### src/shared/ppm_defs.svh
// ppm_defs.svh: register offsets, reset values, bit positions and pin
// positions of the port pin function mux.
// assumes byte addresses on a 32-bit AHB-Lite bus, one word per register.
`ifndef PPM_DEFS_SVH
`define PPM_DEFS_SVH

`define PPM_A_PA_DATA   8'h00
`define PPM_A_PA_DIR    8'h04
`define PPM_A_PA_PULL   8'h08
`define PPM_A_PA_WAKE   8'h0C
`define PPM_A_PB_DATA   8'h10
`define PPM_A_PB_DIR    8'h14
`define PPM_A_PB_PULL   8'h18
`define PPM_A_MISC      8'h1C
`define PPM_A_LCD_COM   8'h20
`define PPM_A_ADC_CTRL  8'h24
`define PPM_A_TMR_MODE  8'h28
`define PPM_A_BIT_OP    8'h2C
`define PPM_A_WAKE_STAT 8'h30

`define PPM_RST_PA      8'hFF
`define PPM_RST_PB      6'h3F
`define PPM_RST_ZERO8   8'h00
`define PPM_RST_ZERO6   6'h00
`define PPM_RST_ZERO4   4'h0
`define PPM_RST_ZERO32  32'h0000_0000

`define PPM_MISC_PFD    0
`define PPM_MISC_PWM0   1
`define PPM_MISC_PWM1   2
`define PPM_MISC_REMAP  3

`define PPM_BOP_PORTB   3
`define PPM_BOP_SET     4

`define PPM_PA_PFD      1
`define PPM_PA_TC0      2
`define PPM_PA_INT      3
`define PPM_PA_TC1      4
`define PPM_PA_PWM0     5
`define PPM_PA_PWM1     6
`define PPM_PB_PFD      3
`define PPM_PB_TC0      4
`define PPM_PB_INT      5

`define PPM_HTRANS_ACT  1

`endif

### src/shared/ppm_pkg.sv
// ppm_pkg: types of the port pin function mux.
// assumes nothing beyond a SystemVerilog compiler.
`default_nettype none
package ppm_pkg;
    // timer mode field as software writes it
    typedef enum logic [1:0] {
        PPM_TM_OFF     = 2'b00,
        PPM_TM_EVENT   = 2'b01,
        PPM_TM_TIMER   = 2'b10,
        PPM_TM_CAPTURE = 2'b11
    } ppm_tmode_t;

    // bus slave phase, gray along idle -> read wait
    typedef enum logic [1:0] {
        PPM_BUS_IDLE   = 2'b00,
        PPM_BUS_RDWAIT = 2'b01
    } ppm_bus_t;
endpackage : ppm_pkg
`default_nettype wire
### src/rtl/ppm_port_mux.sv
// ppm_port_mux: port A/B registers and pin function selection behind an
// AHB-Lite slave.
// assumes pin inputs already synchronous to i_clk; pads resolve the
// out/oe_n/pullup/analog/bias controls into real pin levels.
//
// The register addresses and the AHB-Lite slave port are this design's own decisions.
`include "ppm_defs.svh"
`timescale 1ns/1ps
`default_nettype none

module ppm_port_mux #(
    parameter int             ADC_PINS     = 8,
    parameter logic [7:0]     PA_PULL_MASK = 8'h7F
) (
    input  wire logic         i_clk,
    input  wire logic         i_srst,
    input  wire logic         i_hsel,
    input  wire logic [31:0]  i_haddr,
    input  wire logic [1:0]   i_htrans,
    input  wire logic         i_hwrite,
    input  wire logic [2:0]   i_hsize,
    input  wire logic [31:0]  i_hwdata,
    input  wire logic         i_hready,
    output logic      [31:0]  o_hrdata,
    output logic              o_hreadyout,
    output logic              o_hresp,
    input  wire logic [7:0]   i_pa_in,
    output logic      [7:0]   o_pa_out,
    output logic      [7:0]   o_pa_oe_n,
    output logic      [7:0]   o_pa_pullup,
    output logic      [7:0]   o_pa_analog,
    input  wire logic [5:0]   i_pb_in,
    output logic      [5:0]   o_pb_out,
    output logic      [5:0]   o_pb_oe_n,
    output logic      [5:0]   o_pb_pullup,
    output logic      [3:0]   o_pb_com_bias,
    input  wire logic         i_freq_div_output,
    input  wire logic [1:0]   i_pwm,
    input  wire logic         i_sleep,
    output logic              o_ext_irq_pin,
    output logic              o_timer0_ext_input,
    output logic              o_timer1_ext_input,
    output logic              o_wake
);
    import ppm_pkg::*;

    ////////////////////////////////////////////////////////////////////
    // register state
    logic [7:0]  port_a_data;
    logic [7:0]  port_a_direction;
    logic [7:0]  port_a_pullhigh_enable;
    logic [7:0]  port_a_wake_enable;
    logic [5:0]  port_b_data;
    logic [5:0]  port_b_direction;
    logic [5:0]  port_b_pullhigh_enable;
    logic [3:0]  misc_control_zero;
    logic [3:0]  lcd_common_control;
    logic [7:0]  adc_pin_config_bits;
    ppm_tmode_t  timer0_mode;
    ppm_tmode_t  timer1_mode;
    logic [7:0]  wake_flags;
    logic [7:0]  pa_prev;
    ppm_bus_t    bus_state;
    logic        wr_pend;
    logic [7:0]  wr_addr;
    logic [7:0]  rd_addr;

    // true when the pending data phase writes the given offset
    function automatic logic wr_hit(input logic       pend,
                                    input logic [7:0] a,
                                    input logic [7:0] off);
        return pend && (a == off);
    endfunction : wr_hit

    ////////////////////////////////////////////////////////////////////
    // bus decode
    wire       addr_take = i_hsel & i_hready & i_htrans[`PPM_HTRANS_ACT];
    wire       rd_take   = addr_take & ~i_hwrite;
    wire [7:0] wd8       = i_hwdata[7:0];

    wire we_pa_data = wr_hit(wr_pend, wr_addr, `PPM_A_PA_DATA);
    wire we_pa_dir  = wr_hit(wr_pend, wr_addr, `PPM_A_PA_DIR);
    wire we_pa_pull = wr_hit(wr_pend, wr_addr, `PPM_A_PA_PULL);
    wire we_pa_wake = wr_hit(wr_pend, wr_addr, `PPM_A_PA_WAKE);
    wire we_pb_data = wr_hit(wr_pend, wr_addr, `PPM_A_PB_DATA);
    wire we_pb_dir  = wr_hit(wr_pend, wr_addr, `PPM_A_PB_DIR);
    wire we_pb_pull = wr_hit(wr_pend, wr_addr, `PPM_A_PB_PULL);
    wire we_misc    = wr_hit(wr_pend, wr_addr, `PPM_A_MISC);
    wire we_lcd     = wr_hit(wr_pend, wr_addr, `PPM_A_LCD_COM);
    wire we_adc     = wr_hit(wr_pend, wr_addr, `PPM_A_ADC_CTRL);
    wire we_tmr     = wr_hit(wr_pend, wr_addr, `PPM_A_TMR_MODE);
    wire we_bop     = wr_hit(wr_pend, wr_addr, `PPM_A_BIT_OP);
    wire we_wstat   = wr_hit(wr_pend, wr_addr, `PPM_A_WAKE_STAT);

    ////////////////////////////////////////////////////////////////////
    // bit set/clear: the live port value is read, one bit changed and
    // the whole byte written back, so input pins pick up their level
    wire [2:0] bop_bit = wd8[2:0];
    wire       bop_set = wd8[`PPM_BOP_SET];
    wire       bop_a   = we_bop & ~wd8[`PPM_BOP_PORTB];
    wire       bop_b   = we_bop & wd8[`PPM_BOP_PORTB];
    wire [7:0] bmask_a = 8'h01 << bop_bit;
    wire [5:0] bmask_b = 6'h01 << bop_bit;
    wire [7:0] rmw_a   = bop_set ? (i_pa_in | bmask_a)
                                 : (i_pa_in & ~bmask_a);
    wire [5:0] rmw_b   = bop_set ? (i_pb_in | bmask_b)
                                 : (i_pb_in & ~bmask_b);

    wire [7:0] next_pa_data = we_pa_data ? wd8 :
                              bop_a      ? rmw_a : port_a_data;
    wire [5:0] next_pb_data = we_pb_data ? wd8[5:0] :
                              bop_b      ? rmw_b : port_b_data;

    ////////////////////////////////////////////////////////////////////
    // wake: enabled port A falling edges while asleep set sticky flags;
    // the edge is caught against the previous sample, and a write of one
    // clears a flag unless a new edge lands in the same cycle
    wire [7:0] pa_fall    = pa_prev & ~i_pa_in;
    wire [7:0] wake_set   = pa_fall & port_a_wake_enable
                            & {8{i_sleep}};
    wire [7:0] wake_clr   = we_wstat ? wd8 : `PPM_RST_ZERO8;
    wire [7:0] next_flags = (wake_flags & ~wake_clr) | wake_set;

    ////////////////////////////////////////////////////////////////////
    // function placement; remap only picks the pin, the select bits
    // themselves are untouched by it
    wire remap  = misc_control_zero[`PPM_MISC_REMAP];
    wire pfd_on = misc_control_zero[`PPM_MISC_PFD];
    wire pfd_a  = pfd_on & ~remap;
    wire pfd_b  = pfd_on & remap;

    localparam logic [7:0] M_PFD  = 8'h01 << `PPM_PA_PFD;
    localparam logic [7:0] M_PWM0 = 8'h01 << `PPM_PA_PWM0;
    localparam logic [7:0] M_PWM1 = 8'h01 << `PPM_PA_PWM1;
    localparam logic [5:0] M_BPFD = 6'h01 << `PPM_PB_PFD;

    // enable and value of the peripheral that owns each pin
    wire [7:0] pa_fen = ({8{pfd_a}} & M_PFD)
        | ({8{misc_control_zero[`PPM_MISC_PWM0]}} & M_PWM0)
        | ({8{misc_control_zero[`PPM_MISC_PWM1]}} & M_PWM1);
    wire [7:0] pa_fval = ({8{i_freq_div_output}} & M_PFD)
        | ({8{i_pwm[0]}} & M_PWM0) | ({8{i_pwm[1]}} & M_PWM1);
    wire [5:0] pb_fen  = {6{pfd_b}} & M_BPFD;
    wire [5:0] pb_fval = {6{i_freq_div_output}} & M_BPFD;

    // analog select per port A pin; pins past ADC_PINS never go analog
    wire [7:0] pa_analog;
    genvar gi;
    generate
        for (gi = 0; gi < 8; gi = gi + 1) begin : g_adc
            if (gi < ADC_PINS) begin : g_on
                assign pa_analog[gi] = adc_pin_config_bits[gi];
            end else begin : g_off
                assign pa_analog[gi] = 1'b0;
            end
        end
    endgenerate

    wire [5:0] pb_com = {2'b00, lcd_common_control};

    // the latch drives unless a selected peripheral owns the pin;
    // the driver is on only with direction output
    wire [7:0] pa_drv = (pa_fen & pa_fval) | (~pa_fen & port_a_data);
    wire [5:0] pb_drv = (pb_fen & pb_fval) | (~pb_fen & port_b_data);
    wire [7:0] pa_oen = port_a_direction | pa_analog;
    wire [5:0] pb_oen = port_b_direction | pb_com;
    // pull-high only on inputs, never on analog or lcd pins
    wire [7:0] pa_pu  = port_a_pullhigh_enable & port_a_direction
                        & ~pa_analog & PA_PULL_MASK;
    wire [5:0] pb_pu  = port_b_pullhigh_enable & port_b_direction
                        & ~pb_com;

    ////////////////////////////////////////////////////////////////////
    // input routing: pins keep their port read path, these only tap them
    wire int_lvl  = remap ? i_pb_in[`PPM_PB_INT] & port_b_direction[`PPM_PB_INT]
                          : i_pa_in[`PPM_PA_INT] & port_a_direction[`PPM_PA_INT];
    wire tc0_lvl  = remap ? i_pb_in[`PPM_PB_TC0] & port_b_direction[`PPM_PB_TC0]
                          : i_pa_in[`PPM_PA_TC0] & port_a_direction[`PPM_PA_TC0];
    wire tc1_lvl  = i_pa_in[`PPM_PA_TC1] & port_a_direction[`PPM_PA_TC1];
    wire t0_ext   = (timer0_mode == PPM_TM_EVENT)
                  | (timer0_mode == PPM_TM_CAPTURE);
    wire t1_ext   = (timer1_mode == PPM_TM_EVENT)
                  | (timer1_mode == PPM_TM_CAPTURE);

    ////////////////////////////////////////////////////////////////////
    // read mux: port data always returns the live pin level
    wire [31:0] rd_mux =
        (rd_addr == `PPM_A_PA_DATA)   ? {24'h0, i_pa_in} :
        (rd_addr == `PPM_A_PA_DIR)    ? {24'h0, port_a_direction} :
        (rd_addr == `PPM_A_PA_PULL)   ? {24'h0, port_a_pullhigh_enable} :
        (rd_addr == `PPM_A_PA_WAKE)   ? {24'h0, port_a_wake_enable} :
        (rd_addr == `PPM_A_PB_DATA)   ? {26'h0, i_pb_in} :
        (rd_addr == `PPM_A_PB_DIR)    ? {26'h0, port_b_direction} :
        (rd_addr == `PPM_A_PB_PULL)   ? {26'h0, port_b_pullhigh_enable} :
        (rd_addr == `PPM_A_MISC)      ? {28'h0, misc_control_zero} :
        (rd_addr == `PPM_A_LCD_COM)   ? {28'h0, lcd_common_control} :
        (rd_addr == `PPM_A_ADC_CTRL)  ? {24'h0, adc_pin_config_bits} :
        (rd_addr == `PPM_A_TMR_MODE)  ? {28'h0, timer1_mode, timer0_mode} :
        (rd_addr == `PPM_A_WAKE_STAT) ? {24'h0, wake_flags} :
                                        `PPM_RST_ZERO32;

    ////////////////////////////////////////////////////////////////////
    // bus slave: writes take no wait, reads one wait state so read data
    // always comes from a flop and sees the write just before it
    always_ff @(posedge i_clk) begin
        if (i_srst) begin
            bus_state   <= PPM_BUS_IDLE;
            wr_pend     <= 1'b0;
            wr_addr     <= `PPM_RST_ZERO8;
            rd_addr     <= `PPM_RST_ZERO8;
            o_hrdata    <= `PPM_RST_ZERO32;
            o_hreadyout <= 1'b1;
            o_hresp     <= 1'b0;
        end else begin
            wr_pend <= addr_take & i_hwrite;
            if (addr_take) begin
                wr_addr <= i_haddr[7:0];
                rd_addr <= i_haddr[7:0];
            end
            case (bus_state)
                PPM_BUS_IDLE: begin
                    o_hreadyout <= ~rd_take;
                    if (rd_take) begin
                        bus_state <= PPM_BUS_RDWAIT;
                    end
                end
                PPM_BUS_RDWAIT: begin
                    o_hrdata    <= rd_mux;
                    o_hreadyout <= 1'b1;
                    bus_state   <= PPM_BUS_IDLE;
                end
                default: begin
                    o_hreadyout <= 1'b1;
                    bus_state   <= PPM_BUS_IDLE;
                end
            endcase
        end
    end

    ////////////////////////////////////////////////////////////////////
    // port and control registers
    always_ff @(posedge i_clk) begin
        if (i_srst) begin
            port_a_data            <= `PPM_RST_PA;
            port_a_direction       <= `PPM_RST_PA;
            port_b_data            <= `PPM_RST_PB;
            port_b_direction       <= `PPM_RST_PB;
            port_a_pullhigh_enable <= `PPM_RST_ZERO8;
            port_b_pullhigh_enable <= `PPM_RST_ZERO6;
            port_a_wake_enable     <= `PPM_RST_ZERO8;
            misc_control_zero      <= `PPM_RST_ZERO4;
            lcd_common_control     <= `PPM_RST_ZERO4;
            adc_pin_config_bits    <= `PPM_RST_ZERO8;
            timer0_mode            <= PPM_TM_OFF;
            timer1_mode            <= PPM_TM_OFF;
            wake_flags             <= `PPM_RST_ZERO8;
            pa_prev                <= i_pa_in;  // no false edge after reset
        end else begin
            port_a_data <= next_pa_data;
            port_b_data <= next_pb_data;
            wake_flags  <= next_flags;
            pa_prev     <= i_pa_in;
            if (we_pa_dir)  port_a_direction       <= wd8;
            if (we_pb_dir)  port_b_direction       <= wd8[5:0];
            if (we_pa_pull) port_a_pullhigh_enable <= wd8;
            if (we_pb_pull) port_b_pullhigh_enable <= wd8[5:0];
            if (we_pa_wake) port_a_wake_enable     <= wd8;
            if (we_misc)    misc_control_zero      <= wd8[3:0];
            if (we_lcd)     lcd_common_control     <= wd8[3:0];
            if (we_adc)     adc_pin_config_bits    <= wd8;
            if (we_tmr) begin
                timer0_mode <= ppm_tmode_t'(wd8[1:0]);
                timer1_mode <= ppm_tmode_t'(wd8[3:2]);
            end
        end
    end

    ////////////////////////////////////////////////////////////////////
    // registered pin and function outputs, one cycle behind the state; o_wake is loaded from next_flags, in step with the flags
    always_ff @(posedge i_clk) begin
        if (i_srst) begin
            o_pa_out           <= `PPM_RST_PA;
            o_pa_oe_n          <= `PPM_RST_PA;
            o_pa_pullup        <= `PPM_RST_ZERO8;
            o_pa_analog        <= `PPM_RST_ZERO8;
            o_pb_out           <= `PPM_RST_PB;
            o_pb_oe_n          <= `PPM_RST_PB;
            o_pb_pullup        <= `PPM_RST_ZERO6;
            o_pb_com_bias      <= `PPM_RST_ZERO4;
            o_ext_irq_pin      <= 1'b0;
            o_timer0_ext_input <= 1'b0;
            o_timer1_ext_input <= 1'b0;
            o_wake             <= 1'b0;
        end else begin
            o_pa_out           <= pa_drv;
            o_pa_oe_n          <= pa_oen;
            o_pa_pullup        <= pa_pu;
            o_pa_analog        <= pa_analog;
            o_pb_out           <= pb_drv;
            o_pb_oe_n          <= pb_oen;
            o_pb_pullup        <= pb_pu;
            o_pb_com_bias      <= lcd_common_control;
            o_ext_irq_pin      <= int_lvl;
            o_timer0_ext_input <= t0_ext & tc0_lvl;
            o_timer1_ext_input <= t1_ext & tc1_lvl;
            o_wake             <= |next_flags;
        end
    end

endmodule : ppm_port_mux
`default_nettype wire

### config.mk
export PLATFORM = sky130hd
export DESIGN_NAME = ppm_port_mux
export DESIGN_NICKNAME = d
export VERILOG_FILES = /design/src/shared/ppm_pkg.sv /design/src/rtl/ppm_port_mux.sv
export VERILOG_INCLUDE_DIRS = /design/src /design/src/shared
export SDC_FILE = /design/constraint.sdc
export NUM_CORES = 1
export LEC_CHECK = 0
export BUFFER_PORTS_ARGS = -buffer_cell sky130_fd_sc_hd__buf_2
export CAP_MARGIN = 20
export CORE_ASPECT_RATIO = 0.7
export CORE_MARGIN = 2
export CORE_UTILIZATION = 45
export CTS_BUF_LIST = sky130_fd_sc_hd__clkbuf_8
export DETAILED_ROUTE_END_ITERATION = 16
export HOLD_SLACK_MARGIN = 0.06
export PLACE_DENSITY = 0.72
export SLEW_MARGIN = 20
export SYNTH_ARGS = -nofsm -noshare
export SYNTH_HDL_FRONTEND = slang
export SYNTH_SLANG_ARGS = --single-unit
### constraint.sdc
create_clock -name i_clk -period 2.5 [get_ports i_clk]
set_input_delay 0.5 -clock i_clk [delete_from_list [all_inputs] [get_ports i_clk]]
set_output_delay 0.5 -clock i_clk [all_outputs]
set_load 0.02 [all_outputs]
* Word-level counts from Yosys, hierarchy flattened *
Cells that the tools add are included.
W data, S select, Z words.

word-level totals
  register bits after elaboration = 187
  bits in latches = 0
  bits in writable memories = 0
  memory bits (read-only) = 0
  input bits = 92
  output and inout bits = 92
  word-level logic and storage cells = 145
  memories = 0

cells by class
  $add $sub $neg = 0
  multiply operators = 0
  div/mod/pow operators = 0
  magnitude comparators = 0
  eq/ne operators = 16
  shift-type cells = 2
  multiplexer cells = 21
  bitwise operators = 55
  reduce and logical (&&, ||, !) cells = 19

operators with widths
  operator               count
  $mux W8                16
  $and A8 B8 Y8          6
  $eq A8 B6 Y1 const B   5
  $eq A8 B5 Y1 const B   4
  $and A6 B6 Y6          4
  $not A8 Y8             3
  $or A8 B8 Y8           3
  $and A7 B7 Y7          3
  $mux W6                3
  $eq A8 B4 Y1 const B   2
  $and A1 B1 Y1          15
  $or A6 B7 Y7           2
  $logic_and A1 B1 Y1    13
  $not A4 Y6             2
  $or A2 B6 Y6           2
  $eq A8 B3 Y1 const B   1
  $logic_not A8 Y1       1
  $not A7 Y8             1
  $or A7 B8 Y8           1
  $reduce_or A8 Y1       1
  $shl A1 B3 Y8 const A  1
  $not A7 Y7             1
  $not A6 Y6             1
  $or A4 B6 Y6           1
  other kinds (12)       21

* Logic depth before layout (Yosys ltp) *
Gate-level depths: netlist of the first run.

  depth after elaboration = 13
  mapped depth = 8
  gate-level depth less buffers = 5

* Least setup slack after synthesis of the first run *
Ideal clock, no wire load.

  path type = reg2reg
  from = reg rd_addr[0] (netlist name)
  to = reg port_b_data[4]
  library setup time = 0.120 ns
  arrival = 1.827 ns
  data required time = 2.380 ns
  setup slack = 0.553 ns
  cell stages (with the launch flop) = 7
  buffers on the path = 1
  clock period less this slack = 1.947 ns
  cells stage by stage = dfxtp_1 > buf_4 > or4_4 > o31ai_1 > mux2i_1 > nor2_1 > a211o_1

RTL lines
  what                    line                 source
  end signal: assignment  ppm_port_mux.sv:246  port_b_data <= `PPM_RST_PB;
  end signal: assignment  ppm_port_mux.sv:260  port_b_data <= next_pb_data;
  end: declaration        ppm_port_mux.sv:53   logic [5:0] port_b_data;

* Worst setup path in the final report of the first run *
  from = reg rd_addr[3]
  to = reg o_hrdata[1]

on the way
  word-level cells in the longest chain between the ends = 13
  elaborated cells on any way between the ends = 24
  those cells by class = eq/ne: 11; mux: 12; reduce/logical: 1

ends and longest elaborated chain
  what                                     line                 source
  start: declaration                       ppm_port_mux.sv:66   logic [7:0] rd_addr;
  start signal: assignment                 ppm_port_mux.sv:210  rd_addr <= `PPM_RST_ZERO8;
  start signal: assignment                 ppm_port_mux.sv:218  rd_addr <= i_haddr[7:0];
  $eq A8 B6 Y1 (no source line)            -
  $mux W8 (no source line) (11 in series)  -
  $mux W8 (no source line) (*)             -
  end signal: assignment                   ppm_port_mux.sv:211  o_hrdata <= `PPM_RST_ZERO32;
  end signal: assignment                   ppm_port_mux.sv:228  o_hrdata <= rd_mux;
  end: declaration                         ppm_port_mux.sv:24   output logic [31:0] o_hrdata,

Every way passes the cells marked *; elsewhere a longest branch is shown, timed or not.
A chain may end at the register's enable or synchronous reset.

==> run_results.csv, run 1 <==
group,metric,value,unit
sta,max_freq,443,MHz
final_layout,design_area,0.00814,sq mm
status,status,"complete, no violations",
place,dp_hpwl,14500,microns
grt,antenna_found_initial,0,
sta,finalHoldViolCount,0,
worst_setup_path,crit_path_max_fanout,24,
clocking,cts_sinks,162,
die,die_width,154,microns
worst_hold_path,worstHoldPathType,"in2reg",
logic_synthesis,netlist_area,0.00712,sq mm
die,io_pins,184,
worst_setup_path,path_class,"reg2reg",
logic_synthesis,synth_seq_cells,162,
routing,wl_per_cell,18.6,microns
final_layout,multi_input_area,0.00346,sq mm
sta,slew_headroom,59.3,%
routing,firstDrtPassIters,5,
grt,use_met1,36.1,%
routing,vias_per_cell,5.67,
pwr,leakagePower,0.00345,uW
logic_synthesis,synth_area_leader_cell,"dfxtp_1",
final_layout,final_cells,1083,
logic_synthesis,synthDistinctLibCells,71,
sta,max_slew.worst_pin.slew,611,ps
logic_synthesis,yosysTopAreaCellShare,45.6,%
final_layout,final_nets,962,
clocking,numCtsBuffers,17,
clocking,post_cts_buffers,0,
grt,grt_pass1_vias,5373,
final_layout,final_common_cell,"dfxtp_1",
sta,post-route-period-util,90.2,%
grt,grt_start_max_net_pins,136,
final_layout,syn_to_final_growth,14.3,%
pwr,p_per_area,601,mW/mm^2
grt,grt_pass1_wl,30600,microns
clocking,cts_resized,0,
sta,tns,0,ps
logic_synthesis,synth_area_leaders,"dfxtp_1 46%, mux2i_1 5.8%, nor2_1 4.2%, a211o_1 3.6%, nand3_1 3.0%",
die,num_rows,38,
final_layout,diodes,0,
worst_setup_path,worstRegToRegCells,6,
clocking,ctsHoldBuffers,0,
routing,drtIter0Drc,666,
logic_synthesis,avgSynthCellArea,9.17,sq um
logic_synthesis,async_flop_share,0,%
worst_setup_path,cp-start-kind,"flip-flop",
sta,fin_skew,15.0,ps
final_layout,final_util,52.5,%
sta,finalSetupViolations,0,
pwr,ir_drop,0.312,mV
die,core,0.0155,sq mm
clocking,clk_latency,460,ps
worst_setup_path,cp.arrival,2560,ps
routing,dr_total_vias,6137,
place,portBuffers,105,
clocking,root_buffer,"clkbuf_8",
logic_synthesis,ys.warnings.count,0,
worst_setup_path,crit_path_end_kind,"flip-flop",
logic_synthesis,synth-edff-count,0,
worst_setup_path,cp.required,2800,ps
grt,track_usage,24.1,%
die,initial_core_util,45.9,%
sta,drv_slew,0,
pwr,total_power,4890,uW
final_layout,final_cell_mix,"162 x dfxtp_1, 104 x buf_2, 80 x nor2_1, 57 x nand2_1, 43 x nand3_1",
routing,antenna_left,0,
grt,top_usage_layer,"met1",
logic_synthesis,netlist_instances,776,
worst_hold_path,whs_path_depth,1,
final_layout,fillerInstances,1468,
grt,overflow,0,
clocking,cts_tree,"yes",
sta,finalCriticalPeriod,2250,ps
final_layout,regArea,0.00324,sq mm
place,place_congestion,0.934,
die,fp.dieArea,0.0168,sq mm
logic_synthesis,synth_ff_type,"dfxtp_1",
clocking,cts_buffer_depth,2,
die,dieHeight,109,microns
place,post-place-cells,1051,
logic_synthesis,ys_seq_area_share,45.6,%
job,cap_viol_max_count,0,
clocking,cts-htree-levels,4,
place,dpl-instance-area,0.00775,sq mm
final_layout,drive_gt1_share,22.8,%
clocking,clkTransAtPathRegs,90,ps
routing,drt_wl_total,20100,microns
grt,met3_usage,6.16,%
sta,rsz0062_at_grt,"false",
grt,grt_use_met2,34.0,%
routing,drc,0,
-- synthesized netlist by cell type (13+ instances only) --
cell      instances
nor2b_1          24
buf_4            27
a211o_1          29
nor3_1           25
dfxtp_1         162
nand2_1          57
nand3_1          43
mux2i_1          41
nor2_1           80
or2_2            13
inv_1            15
a21oi_1          41
clkbuf_1         30
buf_2            14
-- logic make-up after synthesis --
| kind of cell | after synthesis | share of synthesized area (%) |
|---|---|---|
| compound gates | 149 | 15.3 |
| simple gates | 328 | 26.2 |
| mux | 41 | 5.77 |
| other cells | 1 | 0.0527 |
| buf+inv | 95 | 7.12 |
| flops | 162 | 45.6 |
-- layout make-up --
class | count | area share [%]
Clock buffer | 19 | 3.21
Multi-Input combinational cell | 544 | 42.5
Sequential cell | 162 | 39.9
Timing Repair Buffer | 130 | 9.10
Inverter | 15 | 0.692
Clock inverter | 13 | 1.54
Tap cell | 200 | 3.08
-- worst paths after layout --
check / from / endpoint / slack, ps
setup / recovery: rd_addr[3] / o_hrdata[1] / 250
hold / removal: i_pa_in[4] / pa_prev[4] / 200
setup reg to reg: rd_addr[3] / o_hrdata[1] / 250
hold reg to reg: port_b_data[5] / o_pb_out[5] / 450
-- worst max-delay path: stages, from the launching register on --
cell       delay [ps]
dfxtp_1           630
buf_4             360
nor2b_1           150
o211ai_1          200
a22oi_1           120
a2111oi_2         480
o32ai_2           160
-- report_power, final --
part	total, uW	internal (uW)	switching, uW
Combinational	406	122	284
Sequential	2610	2600	17.7
Clock	1870	854	1020
Total	4890	3570	1320
-- per-layer routing --
metal / vias up / share of wire, %
li1: 2917 / -
met1: 2873 / 47
met2: 319 / 39
met3: 28 / 12
met4: 0 / 1.5
met5: - / 0
-- metrics by stage --
stage          worst slack (ps)  hold WS (ps)
2_1_floorplan               553           413
3_3_place_gp                341           429
3_5_place_dp                316           432
5_1_grt                     109           178
4_1_cts                     278           182
6_report                    245           197
Power figures use the tool's default switching activity.
==> inputs of run 2 (changes only) <==
--- a/config.mk
+++ b/config.mk
@@ -14,7 +14,7 @@
 export CTS_BUF_LIST = sky130_fd_sc_hd__clkbuf_8
 export DETAILED_ROUTE_END_ITERATION = 16
 export HOLD_SLACK_MARGIN = 0.06
-export PLACE_DENSITY = 0.72
+export PLACE_DENSITY = 0.8
 export SLEW_MARGIN = 20
 export SYNTH_ARGS = -nofsm -noshare
 export SYNTH_HDL_FRONTEND = slang
==> run_results.csv, run 2 (synthesized netlist as in run 1, its figures left out) <==
group,metric,value,unit
status,status,"complete, no violations",
worst_setup_path,crit_path_max_fanout,8,
die,num_rows,38,
sta,finalSetupViolations,0,
worst_setup_path,path_class,"reg2reg",
clocking,cts_resized,0,
pwr,ir_drop,0.348,mV
pwr,leakagePower,0.00347,uW
clocking,cts_buffer_depth,2,
clocking,post_cts_buffers,0,
die,fp.dieArea,0.0168,sq mm
sta,finalCriticalPeriod,2240,ps
grt,overflow,0,
grt,track_usage,24.6,%
clocking,root_buffer,"clkbuf_8",
final_layout,final_common_cell,"dfxtp_1",
clocking,ctsHoldBuffers,0,
grt,antenna_found_initial,0,
place,dp_hpwl,14500,microns
worst_setup_path,r2r_start,"rd_addr[4]",
die,die_width,154,microns
worst_setup_path,cp.required,2810,ps
worst_setup_path,crit_path_end_kind,"flip-flop",
final_layout,drive_gt1_share,22.9,%
clocking,numCtsBuffers,17,
sta,drv_slew,0,
routing,vias_per_cell,5.73,
clocking,cts-htree-levels,4,
die,core,0.0155,sq mm
pwr,total_power,5010,uW
routing,antenna_left,0,
sta,rsz0062_at_grt,"false",
die,io_pins,184,
sta,fin_hold_ws,204,ps
routing,wl_per_cell,18.8,microns
sta,finalHoldViolCount,0,
place,dp_slack,316,ps
worst_setup_path,cp.arrival,2550,ps
grt,grt_pass1_vias,5384,
sta,max_slew.worst_pin.slew,619,ps
final_layout,diodes,0,
clocking,clk_latency,460,ps
place,place_congestion,0.970,
clocking,clkTransAtPathRegs,90,ps
clocking,cts_sinks,162,
sta,post-route-period-util,89.4,%
sta,max_freq,447,MHz
worst_hold_path,min_from,"i_pa_in[4]",
sta,slew_headroom,58.8,%
sta,tns,0,ps
clocking,cts_tree,"yes",
routing,dr_total_vias,6212,
final_layout,final_nets,963,
worst_setup_path,crit_start,"rd_addr[4]",
place,portBuffers,105,
sta,fin_skew,10.6,ps
grt,grt_pass1_wl,31400,microns
die,initial_core_util,45.9,%
routing,drt_wl_total,20300,microns
die,dieHeight,109,microns
pwr,p_per_area,614,mW/mm^2
worst_hold_path,worstHoldPathType,"in2reg",
grt,grt_start_max_net_pins,154,
final_layout,syn_to_final_growth,14.8,%
final_layout,final_cell_mix,"162 x dfxtp_1, 104 x buf_2, 80 x nor2_1, 57 x nand2_1, 43 x nand3_1",
routing,drc,0,
worst_setup_path,cp-start-kind,"flip-flop",
job,cap_viol_max_count,0,
sta,fin_ws,265,ps
routing,firstDrtPassIters,6,
routing,drtIter0Drc,688,
-- run 2: cell count changes in the layout (fill, tap and decap cells not counted) --
cell	delta
clkinv_2	-1
bufinv_16	+1
inv_6	+2
inv_8	-1
clkinvlp_4	-1
buf_4	+1
-- run 2: per-stage QoR --
step	instances	utilization, %	instance area, sq um
after global routing	1084	52.7	8170
after global placement	1052	50.0	7760
after detailed placement	1052	50.0	7760
after floorplan	801	-	7210
final	1084	52.7	8170
after CTS	1084	52.7	8170
-- run 2: power by group --
part	leakage [uW]	total (uW)	switching, uW	internal [uW]
clock network	0.000200	1990	1040	957
registers	0.00131	2620	18.4	2600
logic	0.00196	404	286	118
total	0.00347	5010	1340	3670
-- run 2: area by class of cell --
type,count,area [sq um]
clock buffers,19,262
clock inverters,13,149
fillers,1424,7330
inverters,15,56.3
multi-input cells,544,3460
flip-flops and latches,162,3240
well taps,200,250
repair buffers,131,748
-- run 2: critical path, cell delays in order (launching register included) --
cell      delay (ps)
dfxtp_1          500
or4b_1           630
nor3_2           310
a22oi_1          130
nor3_1           320
o221ai_1         200
-- run 2: metal layers --
layer	track usage, %	part of all wire [%]	vias up
li1	-	-	2914
met1	38.0	47	2945
met2	33.7	40	327
met3	6.44	12	26
met4	5.42	1.3	0
met5	0	0	-
-- run 2: path summary, 6_finish.rpt --
kind / to / slack, ps / cells after the start
setup reg to reg: o_hrdata[0] / 260 / 5
hold reg to reg: o_pb_out[5] / 450 / 1
setup / recovery: o_hrdata[0] / 260 / 5
hold / removal: pa_prev[4] / 200 / 1
